--- src/hdl/gain_amp_map.svh ---
/*
 * register map, field positions, reset values and bus codes of the gain
 * amplifier control block; assumes inclusion by every design file that
 * decodes or checks the control registers.
 */
`ifndef GAIN_AMP_MAP_SVH
`define GAIN_AMP_MAP_SVH

// register indexes as printed, byte address is four times the index
`define AMP_PRI_IDX 16'hffe1
`define AMP_SEC_IDX 16'hffe4
`define AMP_PRI_ADDR 18'h3_ff84
`define AMP_SEC_ADDR 18'h3_ff90
`define AMP_ADDR_BITS 18

// field positions
`define AMP_GAIN_LO 0
`define AMP_GAIN_HI 1
`define AMP_GROUND_BIT 4
`define AMP_CHAN_LO 5
`define AMP_CHAN_HI 6
`define AMP_ENABLE_BIT 7
`define AMP_AUX_BIT 0

// reset values and writable masks
`define AMP_REG_RESET 8'h00
`define AMP_PRI_WMASK 8'hf3
`define AMP_SEC_WMASK 8'h01

// gain factors per code
`define AMP_GAIN_X2 5'h02
`define AMP_GAIN_X4 5'h04
`define AMP_GAIN_X8 5'h08
`define AMP_GAIN_X16 5'h10

// bus answers
`define AXI_RESP_OKAY 2'h0
`define AXI_RESP_SLVERR 2'h2

`endif

--- src/hdl/gain_amp_pkg.sv ---
/*
 * types shared by the gain amplifier control files; assumes the map
 * header supplies all numeric constants.
 */
package gain_amp_pkg;
    typedef logic [7:0] amp_reg_t;
    typedef enum logic [1:0] {GAIN_X2, GAIN_X4, GAIN_X8, GAIN_X16} amp_gain_t;
    typedef enum logic [1:0] {CHAN_2B, CHAN_2A, CHAN_1B, CHAN_1A} amp_channel_t;
    typedef logic [3:0] amp_onehot_t;
    typedef logic [4:0] amp_factor_t;
endpackage

--- src/hdl/amp_gain_decode.sv ---
/*
 * combinational decode of the gain selector into a gain factor and a
 * one-hot gain strobe; assumes the caller registers the results.
 */
`timescale 1ns/1ps
`include "gain_amp_map.svh"

module amp_gain_decode (
    // selector in
    input wire gain_amp_pkg::amp_gain_t gainSel,
    // decoded out
    output gain_amp_pkg::amp_factor_t gainFactor,
    output gain_amp_pkg::amp_onehot_t gainOneHot
);
    // every code is legal, so no default item
    always_comb begin
        gainOneHot = 4'h0;
        gainFactor = `AMP_GAIN_X2;
        unique case (gainSel)
            gain_amp_pkg::GAIN_X2: begin
                gainFactor = `AMP_GAIN_X2;
            end
            gain_amp_pkg::GAIN_X4: begin
                gainFactor = `AMP_GAIN_X4;
            end
            gain_amp_pkg::GAIN_X8: begin
                gainFactor = `AMP_GAIN_X8;
            end
            gain_amp_pkg::GAIN_X16: begin
                gainFactor = `AMP_GAIN_X16;
            end
        endcase
        gainOneHot[gainSel] = 1'b1;
    end
endmodule

--- src/hdl/amp_input_route.sv ---
/*
 * combinational routing of the amplifier input: one-hot comparator input
 * select, all zero while the input is grounded; assumes caller registers.
 */
`timescale 1ns/1ps
`include "gain_amp_map.svh"

module amp_input_route (
    // control in
    input wire gain_amp_pkg::amp_channel_t chanSel,
    input wire logic ground,
    // route out, bit 0 = input 2B ... bit 3 = input 1A
    output gain_amp_pkg::amp_onehot_t routeOneHot
);
    // grounding wins so no comparator input is ever tied to a grounded node
    always_comb begin
        routeOneHot = 4'h0;
        if (!ground) begin
            routeOneHot[chanSel] = 1'b1;
        end
    end
endmodule

--- src/hdl/gain_amp_control_regs.sv ---
/*
 * control registers of one programmable gain amplifier channel behind an
 * AXI4-Lite slave, with registered decoded controls for the analog side;
 * assumes one clock, asynchronous active high reset, 32-bit bus data.
 */
// Implementation choice: register access over AXI4-Lite.
`timescale 1ns/1ps
`include "gain_amp_map.svh"

module gain_amp_control_regs #(
    parameter int ADDR_W = 18
) (
    // clock and reset
    input wire logic sys_clk,
    input wire logic rst,
    // write address channel
    input wire logic [ADDR_W-1:0] s_axi_awaddr,
    input wire logic [2:0] s_axi_awprot,
    input wire logic s_axi_awvalid,
    output logic s_axi_awready,
    // write data channel
    input wire logic [31:0] s_axi_wdata,
    input wire logic [3:0] s_axi_wstrb,
    input wire logic s_axi_wvalid,
    output logic s_axi_wready,
    // write response channel
    output logic [1:0] s_axi_bresp,
    output logic s_axi_bvalid,
    input wire logic s_axi_bready,
    // read address channel
    input wire logic [ADDR_W-1:0] s_axi_araddr,
    input wire logic [2:0] s_axi_arprot,
    input wire logic s_axi_arvalid,
    output logic s_axi_arready,
    // read data channel
    output logic [31:0] s_axi_rdata,
    output logic [1:0] s_axi_rresp,
    output logic s_axi_rvalid,
    input wire logic s_axi_rready,
    // amplifier controls
    output logic ampEnable,
    output logic ampInputGround,
    output gain_amp_pkg::amp_onehot_t ampChannelSel,
    output gain_amp_pkg::amp_factor_t ampGainFactor,
    output gain_amp_pkg::amp_onehot_t ampGainOneHot,
    output logic ampAuxControlBit
);
    // the register offsets need at least this many address bits; refused at elaboration
    if (ADDR_W < `AMP_ADDR_BITS || ADDR_W > 32) begin : g_badAddrW
        $error("gain_amp_control_regs: ADDR_W out of range");
    end

    gain_amp_pkg::amp_reg_t primaryCtl_ff;
    gain_amp_pkg::amp_reg_t secondaryCtl_ff;
    logic [ADDR_W-1:0] awAddr_ff;
    logic [7:0] wData_ff;
    logic wLane0_ff;
    logic awGot_ff;
    logic wGot_ff;
    logic awHs;
    logic wHs;
    logic arHs;
    logic doWrite;
    logic wrPri;
    logic wrSec;
    logic rdPri;
    logic rdSec;
    gain_amp_pkg::amp_factor_t decFactor;
    gain_amp_pkg::amp_onehot_t decGainOneHot;
    gain_amp_pkg::amp_onehot_t decRoute;

    // handshakes and address decode
    assign awHs = s_axi_awvalid & s_axi_awready;
    assign wHs = s_axi_wvalid & s_axi_wready;
    assign arHs = s_axi_arvalid & s_axi_arready;
    assign doWrite = awGot_ff & wGot_ff;
    assign wrPri = awAddr_ff == ADDR_W'(`AMP_PRI_ADDR);
    assign wrSec = awAddr_ff == ADDR_W'(`AMP_SEC_ADDR);
    assign rdPri = s_axi_araddr == ADDR_W'(`AMP_PRI_ADDR);
    assign rdSec = s_axi_araddr == ADDR_W'(`AMP_SEC_ADDR);

    // write address capture, taken independently of the data
    always_ff @(posedge sys_clk or posedge rst) begin
        if (rst) begin
            awAddr_ff <= '0;
            awGot_ff <= 1'b0;
        end else if (awHs) begin
            awAddr_ff <= s_axi_awaddr;
            awGot_ff <= 1'b1;
        end else if (doWrite) begin
            awGot_ff <= 1'b0;
        end
    end

    // write data capture; only byte lane 0 carries register bits
    always_ff @(posedge sys_clk or posedge rst) begin
        if (rst) begin
            wData_ff <= 8'h00;
            wLane0_ff <= 1'b0;
            wGot_ff <= 1'b0;
        end else if (wHs) begin
            wData_ff <= s_axi_wdata[7:0];
            wLane0_ff <= s_axi_wstrb[0];
            wGot_ff <= 1'b1;
        end else if (doWrite) begin
            wGot_ff <= 1'b0;
        end
    end

    // ready flags drop on each handshake and return once the response is gone
    always_ff @(posedge sys_clk or posedge rst) begin
        if (rst) begin
            s_axi_awready <= 1'b0;
            s_axi_wready <= 1'b0;
        end else begin
            if (awHs) begin
                s_axi_awready <= 1'b0;
            end else if (!awGot_ff && !s_axi_bvalid) begin
                s_axi_awready <= 1'b1;
            end
            if (wHs) begin
                s_axi_wready <= 1'b0;
            end else if (!wGot_ff && !s_axi_bvalid) begin
                s_axi_wready <= 1'b1;
            end
        end
    end

    // write response, held until the master takes it
    always_ff @(posedge sys_clk or posedge rst) begin
        if (rst) begin
            s_axi_bvalid <= 1'b0;
            s_axi_bresp <= `AXI_RESP_OKAY;
        end else if (doWrite) begin
            s_axi_bvalid <= 1'b1;
            s_axi_bresp <= (wrPri || wrSec) ? `AXI_RESP_OKAY : `AXI_RESP_SLVERR;
        end else if (s_axi_bvalid && s_axi_bready) begin
            s_axi_bvalid <= 1'b0;
        end
    end

    // primary control; reserved bits 3:2 never take a write
    always_ff @(posedge sys_clk or posedge rst) begin
        if (rst) begin
            primaryCtl_ff <= `AMP_REG_RESET;
        end else if (doWrite && wrPri && wLane0_ff) begin
            primaryCtl_ff <= wData_ff & `AMP_PRI_WMASK;
        end
    end

    // secondary control, only bit 0 is storage
    always_ff @(posedge sys_clk or posedge rst) begin
        if (rst) begin
            secondaryCtl_ff <= `AMP_REG_RESET;
        end else if (doWrite && wrSec && wLane0_ff) begin
            secondaryCtl_ff <= wData_ff & `AMP_SEC_WMASK;
        end
    end

    // read address ready, one read under way at a time
    always_ff @(posedge sys_clk or posedge rst) begin
        if (rst) begin
            s_axi_arready <= 1'b0;
        end else if (arHs) begin
            s_axi_arready <= 1'b0;
        end else if (!s_axi_rvalid) begin
            s_axi_arready <= 1'b1;
        end
    end

    // read data; unmapped addresses answer zero with an error
    always_ff @(posedge sys_clk or posedge rst) begin
        if (rst) begin
            s_axi_rvalid <= 1'b0;
            s_axi_rdata <= 32'h0000_0000;
            s_axi_rresp <= `AXI_RESP_OKAY;
        end else if (arHs) begin
            s_axi_rvalid <= 1'b1;
            s_axi_rresp <= (rdPri || rdSec) ? `AXI_RESP_OKAY : `AXI_RESP_SLVERR;
            if (rdPri) begin
                s_axi_rdata <= {24'h00_0000, primaryCtl_ff & `AMP_PRI_WMASK};
            end else if (rdSec) begin
                s_axi_rdata <= {24'h00_0000, secondaryCtl_ff & `AMP_SEC_WMASK};
            end else begin
                s_axi_rdata <= 32'h0000_0000;
            end
        end else if (s_axi_rvalid && s_axi_rready) begin
            s_axi_rvalid <= 1'b0;
        end
    end

    // field decoders
    amp_gain_decode u_gain (
        .gainSel(gain_amp_pkg::amp_gain_t'(primaryCtl_ff[`AMP_GAIN_HI:`AMP_GAIN_LO])),
        .gainFactor(decFactor),
        .gainOneHot(decGainOneHot)
    );

    amp_input_route u_route (
        .chanSel(gain_amp_pkg::amp_channel_t'(primaryCtl_ff[`AMP_CHAN_HI:`AMP_CHAN_LO])),
        .ground(primaryCtl_ff[`AMP_GROUND_BIT]),
        .routeOneHot(decRoute)
    );

    // analog controls registered so they settle glitch free, one cycle behind the register
    always_ff @(posedge sys_clk or posedge rst) begin
        if (rst) begin
            ampEnable <= 1'b0;
            ampInputGround <= 1'b0;
            ampChannelSel <= 4'h1;
            ampGainFactor <= `AMP_GAIN_X2;
            ampGainOneHot <= 4'h1;
            ampAuxControlBit <= 1'b0;
        end else begin
            ampEnable <= primaryCtl_ff[`AMP_ENABLE_BIT];
            ampInputGround <= primaryCtl_ff[`AMP_GROUND_BIT];
            ampChannelSel <= decRoute;
            ampGainFactor <= decFactor;
            ampGainOneHot <= decGainOneHot;
            ampAuxControlBit <= secondaryCtl_ff[`AMP_AUX_BIT];
        end
    end
endmodule

--- config.mk ---
export PLATFORM = sky130hd
export DESIGN_NAME = gain_amp_control_regs
export DESIGN_NICKNAME = d
export VERILOG_FILES = /design/src/hdl/gain_amp_pkg.sv /design/src/hdl/amp_gain_decode.sv /design/src/hdl/amp_input_route.sv /design/src/hdl/gain_amp_control_regs.sv
export VERILOG_INCLUDE_DIRS = /design/src /design/src/hdl
export SDC_FILE = /design/constraint.sdc
export NUM_CORES = 1
export LEC_CHECK = 0
export BUFFER_PORTS_ARGS = -buffer_cell sky130_fd_sc_hd__buf_2
export CORE_MARGIN = 10
export CORE_UTILIZATION = 44
export CTS_CLUSTER_DIAMETER = 150
export DETAILED_ROUTE_END_ITERATION = 8
export PLACE_DENSITY = 0.8
export SYNTH_ARGS = -nofsm -noshare
export SYNTH_HDL_FRONTEND = slang
export SYNTH_SLANG_ARGS = --single-unit
--- constraint.sdc ---
create_clock -name sys_clk -period 2.5 [get_ports sys_clk]
set_input_delay 0 -clock sys_clk [delete_from_list [all_inputs] [get_ports sys_clk]]
set_output_delay 0 -clock sys_clk [all_outputs]
set_load 0.05 [all_outputs]
==> results.json, run 1 <==
{
  "status": "complete, no violations",
  "synth_most_common_cell": "dfrtp_1",
  "min_period_over_period_pct": 79.7,
  "slew_headroom_pct": 41.9,
  "clockBufferDepth": 2,
  "min-delay-start": "s_axi_araddr[2]",
  "post_synth_num_cell_types": 32,
  "timing.critical_path.buf_inv": 0,
  "dp.cells": 326,
  "netlist_area_um2": 2490,
  "firstDrtPassIters": 4,
  "num_antenna_cells": 0,
  "drv_slew": 0,
  "tightest_slew_ns": 0.870,
  "r2r-start": "awAddr_ff[1]$_DFFE_PP0P_",
  "area_growth_pct": 32.0,
  "synth_area_leader_cell": "dfrtp_1",
  "hold_path_class": "in2reg",
  "hold_ws_ns": 0.0312,
  "gp_congestion": 0.716,
  "drtIter0Drc": 28,
  "grt_pass1_vias": 1742,
  "stdcell_count": 370,
  "clock-sinks": 58,
  "drive_gt1_share_pct": 45.0,
  "syn-instance-count": 183,
  "fin_setup_tns_ns": 0,
  "finish.utilization_pct": 59.7,
  "max_stage_delay_ns": 0.55,
  "worstSkewPairLatency_ns": 0.34,
  "ys_ff_latch": 58,
  "core-area_um2": 5510,
  "setup.worst_path.class": "reg2reg",
  "io_buffers": 77,
  "peakVddDrop_v": 0.000723,
  "hold_path_end": "s_axi_rresp[1]$_DFFE_PP0P_",
  "synth_warnings": 0,
  "fin_worst_skew_ns": 0.00637,
  "synth_top_area_share_pct": 56.3,
  "cts_max_level": 3,
  "crit_cells": 4,
  "ff2ff_path_depth": 4,
  "endpoint_kind": "flop",
  "antenna_found_initial": 0,
  "max_freq_mhz": 502,
  "grt_use_total_pct": 12.0,
  "die_height_um": 95.2,
  "postSynthAreaPerCell_um2": 13.6,
  "critPathLaunchType": "flop",
  "vias_per_cell": 4.55,
  "ioPinCount": 142,
  "grt_first_pass_wirelength_um": 8410,
  "die-area_um2": 9070,
  "initial_core_util_pct": 45.2,
  "cts_root_buf": "clkbuf_8",
  "synth_edf_count": 0,
  "die_x_um": 95.2,
  "leakage_nw": 1.67,
  "clk_pin_slew_ns": 0.07,
  "grt_overflow": 0,
  "rsz0062_at_grt": "no",
  "required_ns": 2.72,
  "cts-resized-gates": 0,
  "remaining_drc_errors": 0,
  "hold_depth": 4,
  "ant_nets": 0,
  "vias": 1683,
  "synth_commonest_cells": "56 x dfrtp_1, 33 x buf_4, 32 x mux2_2",
  "wl_per_cell_um": 14.8,
  "cellPowerDensity_nw_per_um2": 904,
  "cts_tree": "done",
  "num_rows": 27,
  "r2r_setup_slack_ns": 0.51,
  "synthTopCellsByArea": "dfrtp_1 56%, mux2_2 14%, buf_4 9.9%",
  "synth-seq-area-share_pct": 58.4,
  "cp_cell_sequence": "or4bb_1 -> nor4_4 -> nand4b_4 -> mux2_2",
  "synth_ff_type": "dfrtp_1",
  "path_max_fanout": 6,
  "grt_max_degree": 44,
  "path_delay_family": "simple AND/OR/NAND/NOR gates",
  "totalWireLength_um": 5470,
  "place_hpwl_um": 4090,
  "nets": 378,
  "final.min_clock_period_ns": 1.99,
  "async_reset_ff_share_pct": 100,
  "timing.rr.end": "primaryCtl_ff[4]$_DFFE_PP0P_",
  "crit_arrival_ns": 2.22,
  "hold_viol": 0,
  "cts_buffers": 9,
  "crit_slowest_cell": "or4bb_1",
  "setup_viol": 0,
  "maxCapViolCount": 0
}
tightest hold or removal path, cell delays in order:
cell and delay, ns:
buf_2 0.10, xnor2_1 0.06, nor2_1 0.07, o21ai_0 0.08
cell usage in the layout (no fill, tap or decap), drive strengths merged, types with 4 or more instances in the layout:
cell,count
conb,29
dfrtp,56
nand2,5
a22o,5
clkbuf,10
o21ai,4
inv,7
mux2,32
dlygate4sd3,28
nor2,4
nand4b,5
buf,79
area by class of cell:
class | count | area [um^2]
Multi-Input combinational cell | 111 | 860
Inverter | 6 | 22.5
Clock buffer | 10 | 138
Timing Repair Buffer | 107 | 681
Clock inverter | 6 | 41.3
Fill cell | 459 | 2220
Tap cell | 72 | 90.1
Sequential cell | 58 | 1450
metrics by stage:
| step | area [um^2] | power [mW] | setup slack, ns |
|---|---|---|---|
| after CTS | 3290 | 3.00 | 0.472 |
| after floorplan | 2590 | 2.02 | 0.653 |
| after global routing | 3290 | 3.14 | 0.421 |
| after global placement | 2830 | 2.14 | 0.517 |
| after detailed placement | 2830 | 2.18 | 0.496 |
| final | 3290 | 2.97 | 0.507 |
worst max path at each step:
stage	from	to	slack (ns)
2_1_floorplan	awAddr_ff[1]$_DFFE_PP0P_	primaryCtl_ff[0]$_DFFE_PP0P_	0.65
3_3_place_gp	awAddr_ff[1]$_DFFE_PP0P_	primaryCtl_ff[4]$_DFFE_PP0P_	0.52
3_5_place_dp	awAddr_ff[1]$_DFFE_PP0P_	primaryCtl_ff[7]$_DFFE_PP0P_	0.50
4_1_cts	awAddr_ff[1]$_DFFE_PP0P_	primaryCtl_ff[7]$_DFFE_PP0P_	0.47
5_1_grt	awAddr_ff[1]$_DFFE_PP0P_	primaryCtl_ff[4]$_DFFE_PP0P_	0.42
6_report	awAddr_ff[1]$_DFFE_PP0P_	primaryCtl_ff[4]$_DFFE_PP0P_	0.51
state kept, by name, indices dropped and copies added, names as in the netlist:
name / count
awAddr_ff: 18
primaryCtl_ff: 6
s_axi_rdata: 6
wData_ff: 6
ampChannelSel: 4
ampGainOneHot: 4
ampAuxControlBit: 1
ampEnable: 1
ampInputGround: 1
awGot_ff: 1
s_axi_arready: 1
s_axi_awready: 1
s_axi_bresp: 1
s_axi_bvalid: 1
s_axi_rresp: 1
s_axi_rvalid: 1
s_axi_wready: 1
secondaryCtl_ff: 1
wGot_ff: 1
wLane0_ff: 1
logic make-up (layout without fill, tap and decap cells):
group | after synthesis | after routing | share of synthesized area [%]
AND/OR/NAND/NOR | 31 | 31 | 10.2
AO/OA/AOI/OAI | 17 | 17 | 4.82
multiplexers | 32 | 32 | 14.5
buffers and inverters | 42 | 129 | 11.3
flip-flops | 58 | 58 | 58.4
XOR/XNOR | 2 | 2 | 0.704
other | 1 | 29 | 0.151
report_power, final:
| part | internal, mW | total [mW] | switching, mW | leakage, nW |
|---|---|---|---|---|
| clock network | 0.385 | 0.778 | 0.393 | 0.0847 |
| registers | 1.21 | 1.37 | 0.164 | 0.723 |
| logic | 0.349 | 0.822 | 0.473 | 0.860 |
| total | 1.94 | 2.97 | 1.03 | 1.67 |
routing by layer:
layer | up-vias | share of wire, % | global-route usage (%)
li1 | 800 | - | -
met1 | 793 | 36 | 12.9
met2 | 81 | 47 | 19.7
met3 | 9 | 15 | 5.42
met4 | 0 | 2.0 | 5.61
met5 | - | 0 | 0
repair_timing:
action,in CTS,in global routing
hold endpoints to repair,68,0
setup buffers,0,0
hold buffers,28,0
Note: power is estimated with default switching activity, not from simulation.
==> run 2, diff against run 1 <==
--- a/config.mk
+++ b/config.mk
@@ -8,10 +8,10 @@
 export LEC_CHECK = 0
 export BUFFER_PORTS_ARGS = -buffer_cell sky130_fd_sc_hd__buf_2
 export CORE_MARGIN = 10
-export CORE_UTILIZATION = 44
+export CORE_UTILIZATION = 39
 export CTS_CLUSTER_DIAMETER = 150
 export DETAILED_ROUTE_END_ITERATION = 8
-export PLACE_DENSITY = 0.8
+export PLACE_DENSITY = 0.75
 export SYNTH_ARGS = -nofsm -noshare
 export SYNTH_HDL_FRONTEND = slang
 export SYNTH_SLANG_ARGS = --single-unit
==> constraint.sdc (replaced) <==
create_clock -name sys_clk -period 1.65 [get_ports sys_clk]
set_input_delay 0 -clock sys_clk [delete_from_list [all_inputs] [get_ports sys_clk]]
set_output_delay 0 -clock sys_clk [all_outputs]
set_load 0.05 [all_outputs]
==> results.json, run 2 (synthesis results as in run 1) <==
{
  "violations": "setup timing",
  "vias_per_cell": 4.47,
  "cts_buffers": 9,
  "fin_worst_skew_ns": 0.00587,
  "r2r-start": "awAddr_ff[1]$_DFFE_PP0P_",
  "die_x_um": 99.9,
  "ioPinCount": 142,
  "crit_arrival_ns": 2.09,
  "clk_pin_slew_ns": 0.06,
  "intPower_mw": 2.96,
  "worstSkewPairLatency_ns": 0.33,
  "power.total_mw": 4.44,
  "hold_depth": 4,
  "area_growth_pct": 33.7,
  "drtIter0Drc": 39,
  "setup.worst_path.class": "reg2reg",
  "design_area_um2": 3330,
  "nets": 383,
  "min_period_over_period_pct": 114,
  "min-delay-start": "s_axi_araddr[2]",
  "switchingPower_mw": 1.48,
  "layout_common_cells": "77 x buf_2, 56 x dfrtp_1, 32 x mux2_2",
  "p_clk_share_pct": 24.3,
  "fillers": 562,
  "grt_pass1_vias": 1878,
  "num_antenna_cells": 0,
  "ff2ff_path_depth": 4,
  "hold_path_class": "in2reg",
  "grt_max_degree": 26,
  "cts_tree": "done",
  "seqPwrFrac_pct": 47.2,
  "antenna_found_initial": 0,
  "r2r_setup_slack_ns": -0.22,
  "finish.utilization_pct": 53.0,
  "cts_max_level": 3,
  "firstDrtPassIters": 4,
  "grt_use_total_pct": 11.5,
  "wl_per_cell_um": 14.4,
  "regMostFlops": "awAddr_ff",
  "status": "finished, violations left",
  "setup_viol": 7,
  "remaining_drc_errors": 0,
  "peakVddDrop_v": 0.000934,
  "layout_commonest_cell": "buf_2",
  "endpoint_kind": "flop",
  "hold_path_end": "s_axi_rresp[1]$_DFFE_PP0P_",
  "ant_nets": 0,
  "place_area_um2": 2860,
  "totalWireLength_um": 5470,
  "timing.rr.end": "primaryCtl_ff[6]$_DFFE_PP0P_",
  "slew_headroom_pct": 65.4,
  "rsz0062_at_grt": "yes",
  "drv_slew": 0,
  "tightest_slew_ns": 0.518,
  "critPathLaunchType": "flop",
  "leakage_nw": 1.69,
  "gp_congestion": 0.724,
  "vias": 1700,
  "initial_core_util_pct": 39.7,
  "largest_reg_flops": 18,
  "hold_viol": 0,
  "core-area_um2": 6280,
  "cellPowerDensity_nw_per_um2": 1330,
  "io_buffers": 77,
  "place_hpwl_um": 4140,
  "maxCapViolCount": 0,
  "die-area_um2": 9980,
  "pwr-share-comb_pct": 28.6,
  "final.min_clock_period_ns": 1.87,
  "die_height_um": 99.9,
  "drive_gt1_share_pct": 45.2,
  "hold_ws_ns": 0.0231,
  "cts_root_buf": "clkbuf_8",
  "grt_first_pass_wirelength_um": 9150,
  "required_ns": 1.86,
  "worst_slack_ns": -0.223,
  "num_rows": 29,
  "clock-sinks": 58,
  "path_max_fanout": 6,
  "max_freq_mhz": 534,
  "clockBufferDepth": 2,
  "p_sw_share_pct": 33.4,
  "grt_overflow": 0
}
run 2: repair_timing:
item                                   CTS  global route
pin swaps                                1             3
gates resized for setup                  1             1
buffers inserted                         0             1
hold buffers                            29             0
setup endpoints to repair                8             8
endpoints found under the hold margin   52             0
run 2: worst max-delay path by stage:
stage | startpoint | end | slack, ns
2_1_floorplan | awAddr_ff[5]$_DFFE_PP0P_ | primaryCtl_ff[0]$_DFFE_PP0P_ | -0.13
3_3_place_gp | awAddr_ff[5]$_DFFE_PP0P_ | primaryCtl_ff[4]$_DFFE_PP0P_ | -0.22
3_5_place_dp | awAddr_ff[5]$_DFFE_PP0P_ | primaryCtl_ff[4]$_DFFE_PP0P_ | -0.24
4_1_cts | awAddr_ff[5]$_DFFE_PP0P_ | primaryCtl_ff[4]$_DFFE_PP0P_ | -0.25
5_1_grt | awAddr_ff[1]$_DFFE_PP0P_ | primaryCtl_ff[5]$_DFFE_PP0P_ | -0.32
6_report | awAddr_ff[1]$_DFFE_PP0P_ | primaryCtl_ff[6]$_DFFE_PP0P_ | -0.22
run 2: power by group through the flow:
stage	Clock, mW	Sequential [mW]	Combinational [mW]
after floorplan	0	2.26	0.808
after global placement	0	2.09	1.19
after detailed placement	0	2.12	1.22
after CTS	1.12	2.10	1.28
after global routing	1.19	2.15	1.38
final	1.08	2.09	1.27
run 2: layer usage:
metal / vias to the layer above / wire length, um / share of wire, % / GRT usage (%)
met5: - / 0 / 0 / 0
met4: 0 / 67 / 1.2 / 5.62
met3: 10 / 705 / 13 / 6.87
met2: 73 / 2760 / 50 / 18.6
met1: 803 / 1940 / 35 / 11.4
li1: 814 / - / - / -
run 2: area by class of cell:
type / instances / area [um^2] / share of cell area [%]
tap: 77 / 96.3 / 2.89
sequential: 58 / 1450 / 43.7
multi-input combinational: 111 / 871 / 26.2
clock buffer: 13 / 149 / 4.47
inverter: 6 / 22.5 / 0.677
timing repair buffer: 112 / 721 / 21.7
clock inverter: 3 / 15.0 / 0.451
run 2: stage by stage:
step	cells	setup WS [ns]	setup TNS [ns]
2_1_floorplan	211	-0.127	-0.837
3_3_place_gp	335	-0.215	-1.73
3_5_place_dp	335	-0.240	-1.97
5_1_grt	380	-0.319	-2.13
6_report	380	-0.223	-1.47
4_1_cts	380	-0.251	-1.67
run 2: worst max-delay path, stage by stage (launching register included):
cell      delay (ns)
dfrtp_1         0.37
or4bb_4         0.55
nor4_4          0.32
nand4b_4        0.20
mux2_2          0.31
==> run 3, diff against run 2 <==
--- a/config.mk
+++ b/config.mk
@@ -6,12 +6,13 @@
 export SDC_FILE = /design/constraint.sdc
 export NUM_CORES = 1
 export LEC_CHECK = 0
+export ABC_AREA = 1
 export BUFFER_PORTS_ARGS = -buffer_cell sky130_fd_sc_hd__buf_2
 export CORE_MARGIN = 10
-export CORE_UTILIZATION = 39
+export CORE_UTILIZATION = 40
 export CTS_CLUSTER_DIAMETER = 150
 export DETAILED_ROUTE_END_ITERATION = 8
-export PLACE_DENSITY = 0.75
+export PLACE_DENSITY = 0.76
 export SYNTH_ARGS = -nofsm -noshare
 export SYNTH_HDL_FRONTEND = slang
 export SYNTH_SLANG_ARGS = --single-unit
==> results.json, run 3 <==
{
  "status": "complete, no violations",
  "async_reset_ff_share_pct": 100,
  "totalWireLength_um": 6260,
  "place_hpwl_um": 4470,
  "drv_slew": 0,
  "synthSimpleGateAreaFrac_pct": 21.7,
  "synth_edf_count": 0,
  "core-area_um2": 6350,
  "syn-instance-count": 293,
  "regMostFlops": "awAddr_ff",
  "hold_viol": 0,
  "max_freq_mhz": 700,
  "firstDrtPassIters": 4,
  "synth_commonest_cells": "90 x nand2_1, 56 x dfrtp_1, 33 x buf_4",
  "synth_warnings": 0,
  "min_period_over_period_pct": 86.6,
  "design_area_um2": 3450,
  "netlist_area_um2": 2600,
  "pwr-share-comb_pct": 29.8,
  "nets": 488,
  "place_area_um2": 2950,
  "cts_tree": "done",
  "cts_max_level": 3,
  "cts_buffers": 9,
  "synth_ff_type": "dfrtp_1",
  "fin_setup_tns_ns": 0,
  "seqPwrFrac_pct": 41.9,
  "critPathLaunchType": "flop",
  "vias": 2107,
  "synth-seq-area-share_pct": 55.9,
  "multi_input_area_um2": 873,
  "p_clk_share_pct": 28.3,
  "post_synth_num_cell_types": 25,
  "synthTopCellsByArea": "dfrtp_1 54%, nand2_1 13%, buf_4 9.5%",
  "p_sw_share_pct": 35.9,
  "area_growth_pct": 32.5,
  "clock-sinks": 58,
  "grt_first_pass_wirelength_um": 10500,
  "synth_top_family_by_area": "simple AND/OR/NAND/NOR gates",
  "ant_nets": 0,
  "die_height_um": 101,
  "ys_ff_latch": 58,
  "rsz0062_at_grt": "no",
  "clk_pin_slew_ns": 0.06,
  "worst_slack_ns": 0.221,
  "preCtsSetupSlack_ns": 0.215,
  "synth-compound-area-share_pct": 6.35,
  "fin_worst_skew_ns": 0.00868,
  "r2r_setup_slack_ns": 0.22,
  "io_buffers": 77,
  "hold_path_class": "in2reg",
  "die_x_um": 101,
  "synthMuxAreaShare_pct": 1.30,
  "layout_commonest_cell": "nand2_1",
  "critical_path.most_common_cell": "nor2_1",
  "cts_root_buf": "clkbuf_8",
  "cts-resized-gates": 0,
  "max_stage_delay_ns": 0.39,
  "remaining_drc_errors": 0,
  "synth_xor_area_share_pct": 0,
  "setup.worst_path.class": "reg2reg",
  "initial_core_util_pct": 41.0,
  "synth_top_area_share_pct": 53.9,
  "wl_per_cell_um": 12.9,
  "power.total_mw": 4.90,
  "grt_max_degree": 59,
  "synth_area_leader_cell": "dfrtp_1",
  "antenna_found_initial": 0,
  "grt_pass1_vias": 2232,
  "num_antenna_cells": 0,
  "peakVddDrop_v": 0.00104,
  "crit_arrival_ns": 1.65,
  "required_ns": 1.87,
  "postSynthAreaPerCell_um2": 8.88,
  "cellPowerDensity_nw_per_um2": 1420,
  "drive_gt1_share_pct": 27.5,
  "clockBufferDepth": 2,
  "endpoint_kind": "flop",
  "path_max_fanout": 12,
  "worstSkewPairLatency_ns": 0.33,
  "grt_use_total_pct": 12.8,
  "largest_reg_flops": 18,
  "drtIter0Drc": 62,
  "synthAdderAreaFrac_pct": 0,
  "switchingPower_mw": 1.76,
  "grt_overflow": 0,
  "maxCapViolCount": 0,
  "crit_slowest_cell": "dfrtp_1",
  "ff_latch_area_um2": 1450,
  "fillers": 593,
  "intPower_mw": 3.14,
  "finish.utilization_pct": 54.3,
  "ioPinCount": 142,
  "final.min_clock_period_ns": 1.43,
  "setup_viol": 0,
  "die-area_um2": 10100,
  "layout_common_cells": "90 x nand2_1, 77 x buf_2, 56 x dfrtp_1",
  "synth_most_common_cell": "nand2_1",
  "gp_congestion": 0.795,
  "num_rows": 29,
  "vias_per_cell": 4.35,
  "leakage_nw": 1.85,
  "cp_cell_sequence": "nor2_1 -> nand3_1 -> nor2_2 -> nand3_2 -> nor2_1 -> a21oi_2"
}
## run 3: worst max-delay path: cells and delay by family, from the launching register on
| kind | cells | cell delay, ns |
|---|---|---|
| flops | 1 | 0.39 |
| compound gates | 1 | 0.04 |
| simple gates | 5 | 0.88 |
## run 3: final timing paths
| check | start | endpoint | depth (start not counted) |
|---|---|---|---|
| setup / recovery | awAddr_ff[0]$_DFFE_PP0P_ | primaryCtl_ff[5]$_DFFE_PP0P_ | 6 |
| hold / removal | s_axi_araddr[4] | s_axi_rdata[0]$_DFFE_PP0P_ | 6 |
| setup reg to reg | awAddr_ff[0]$_DFFE_PP0P_ | primaryCtl_ff[5]$_DFFE_PP0P_ | 6 |
| hold reg to reg | primaryCtl_ff[7]$_DFFE_PP0P_ | ampEnable$_DFF_PP0_ | 0 |
| max in group asynchronous | rst | ampChannelSel[0]$_DFF_PP1_ | 4 |
| min in group asynchronous | rst | awAddr_ff[2]$_DFFE_PP0P_ | 4 |
## run 3: timing repair
item | in CTS | in global routing
endpoints found under the hold margin | 86 | 0
endpoints found under the setup margin | 0 | 0
setup buffers | 0 | 0
hold buffers | 29 | 0
## run 3: cells by family after synthesis
| logic type | count (synthesis) |
|---|---|
| other cells | 1 |
| simple gates | 138 |
| mux | 3 |
| flops | 58 |
| buf+inv | 65 |
| compound gates | 28 |
## run 3: through the flow
stage | hold slack (ns) | instances
4_1_cts | 0.0639 | 484
6_report | 0.0732 | 484
2_1_floorplan | 0.0898 | 321
3_5_place_dp | 0.0824 | 440
3_3_place_gp | 0.0790 | 440
5_1_grt | 0.111 | 484
## run 3: cell type report
class                   count  area share (%)
flip-flops and latches     58            42.2
multi-input cells         198            25.3
repair buffers            109            20.6
clock buffers              12            4.21
inverters                  27            2.94
well taps                  77            2.80
clock inverters             3            1.89
## run 3: routing by layer
| layer | global-route usage [%] | routed length [um] | up-vias |
|---|---|---|---|
| met5 | 0 | 0 | - |
| li1 | - | - | 1068 |
| met1 | 14.2 | 2430 | 939 |
| met2 | 20.2 | 2910 | 93 |
| met4 | 3.59 | 48 | 0 |
| met3 | 7.82 | 876 | 7 |
## run 3: power by group through the flow
stage / Sequential (mW) / Combinational, mW / Clock, mW
finish: 2.05 / 1.46 / 1.39
global route: 2.11 / 1.66 / 1.50
CTS: 2.05 / 1.47 / 1.42
detailed placement: 2.07 / 1.41 / 0
global placement: 2.05 / 1.37 / 0
floorplan: 2.33 / 0.838 / 0
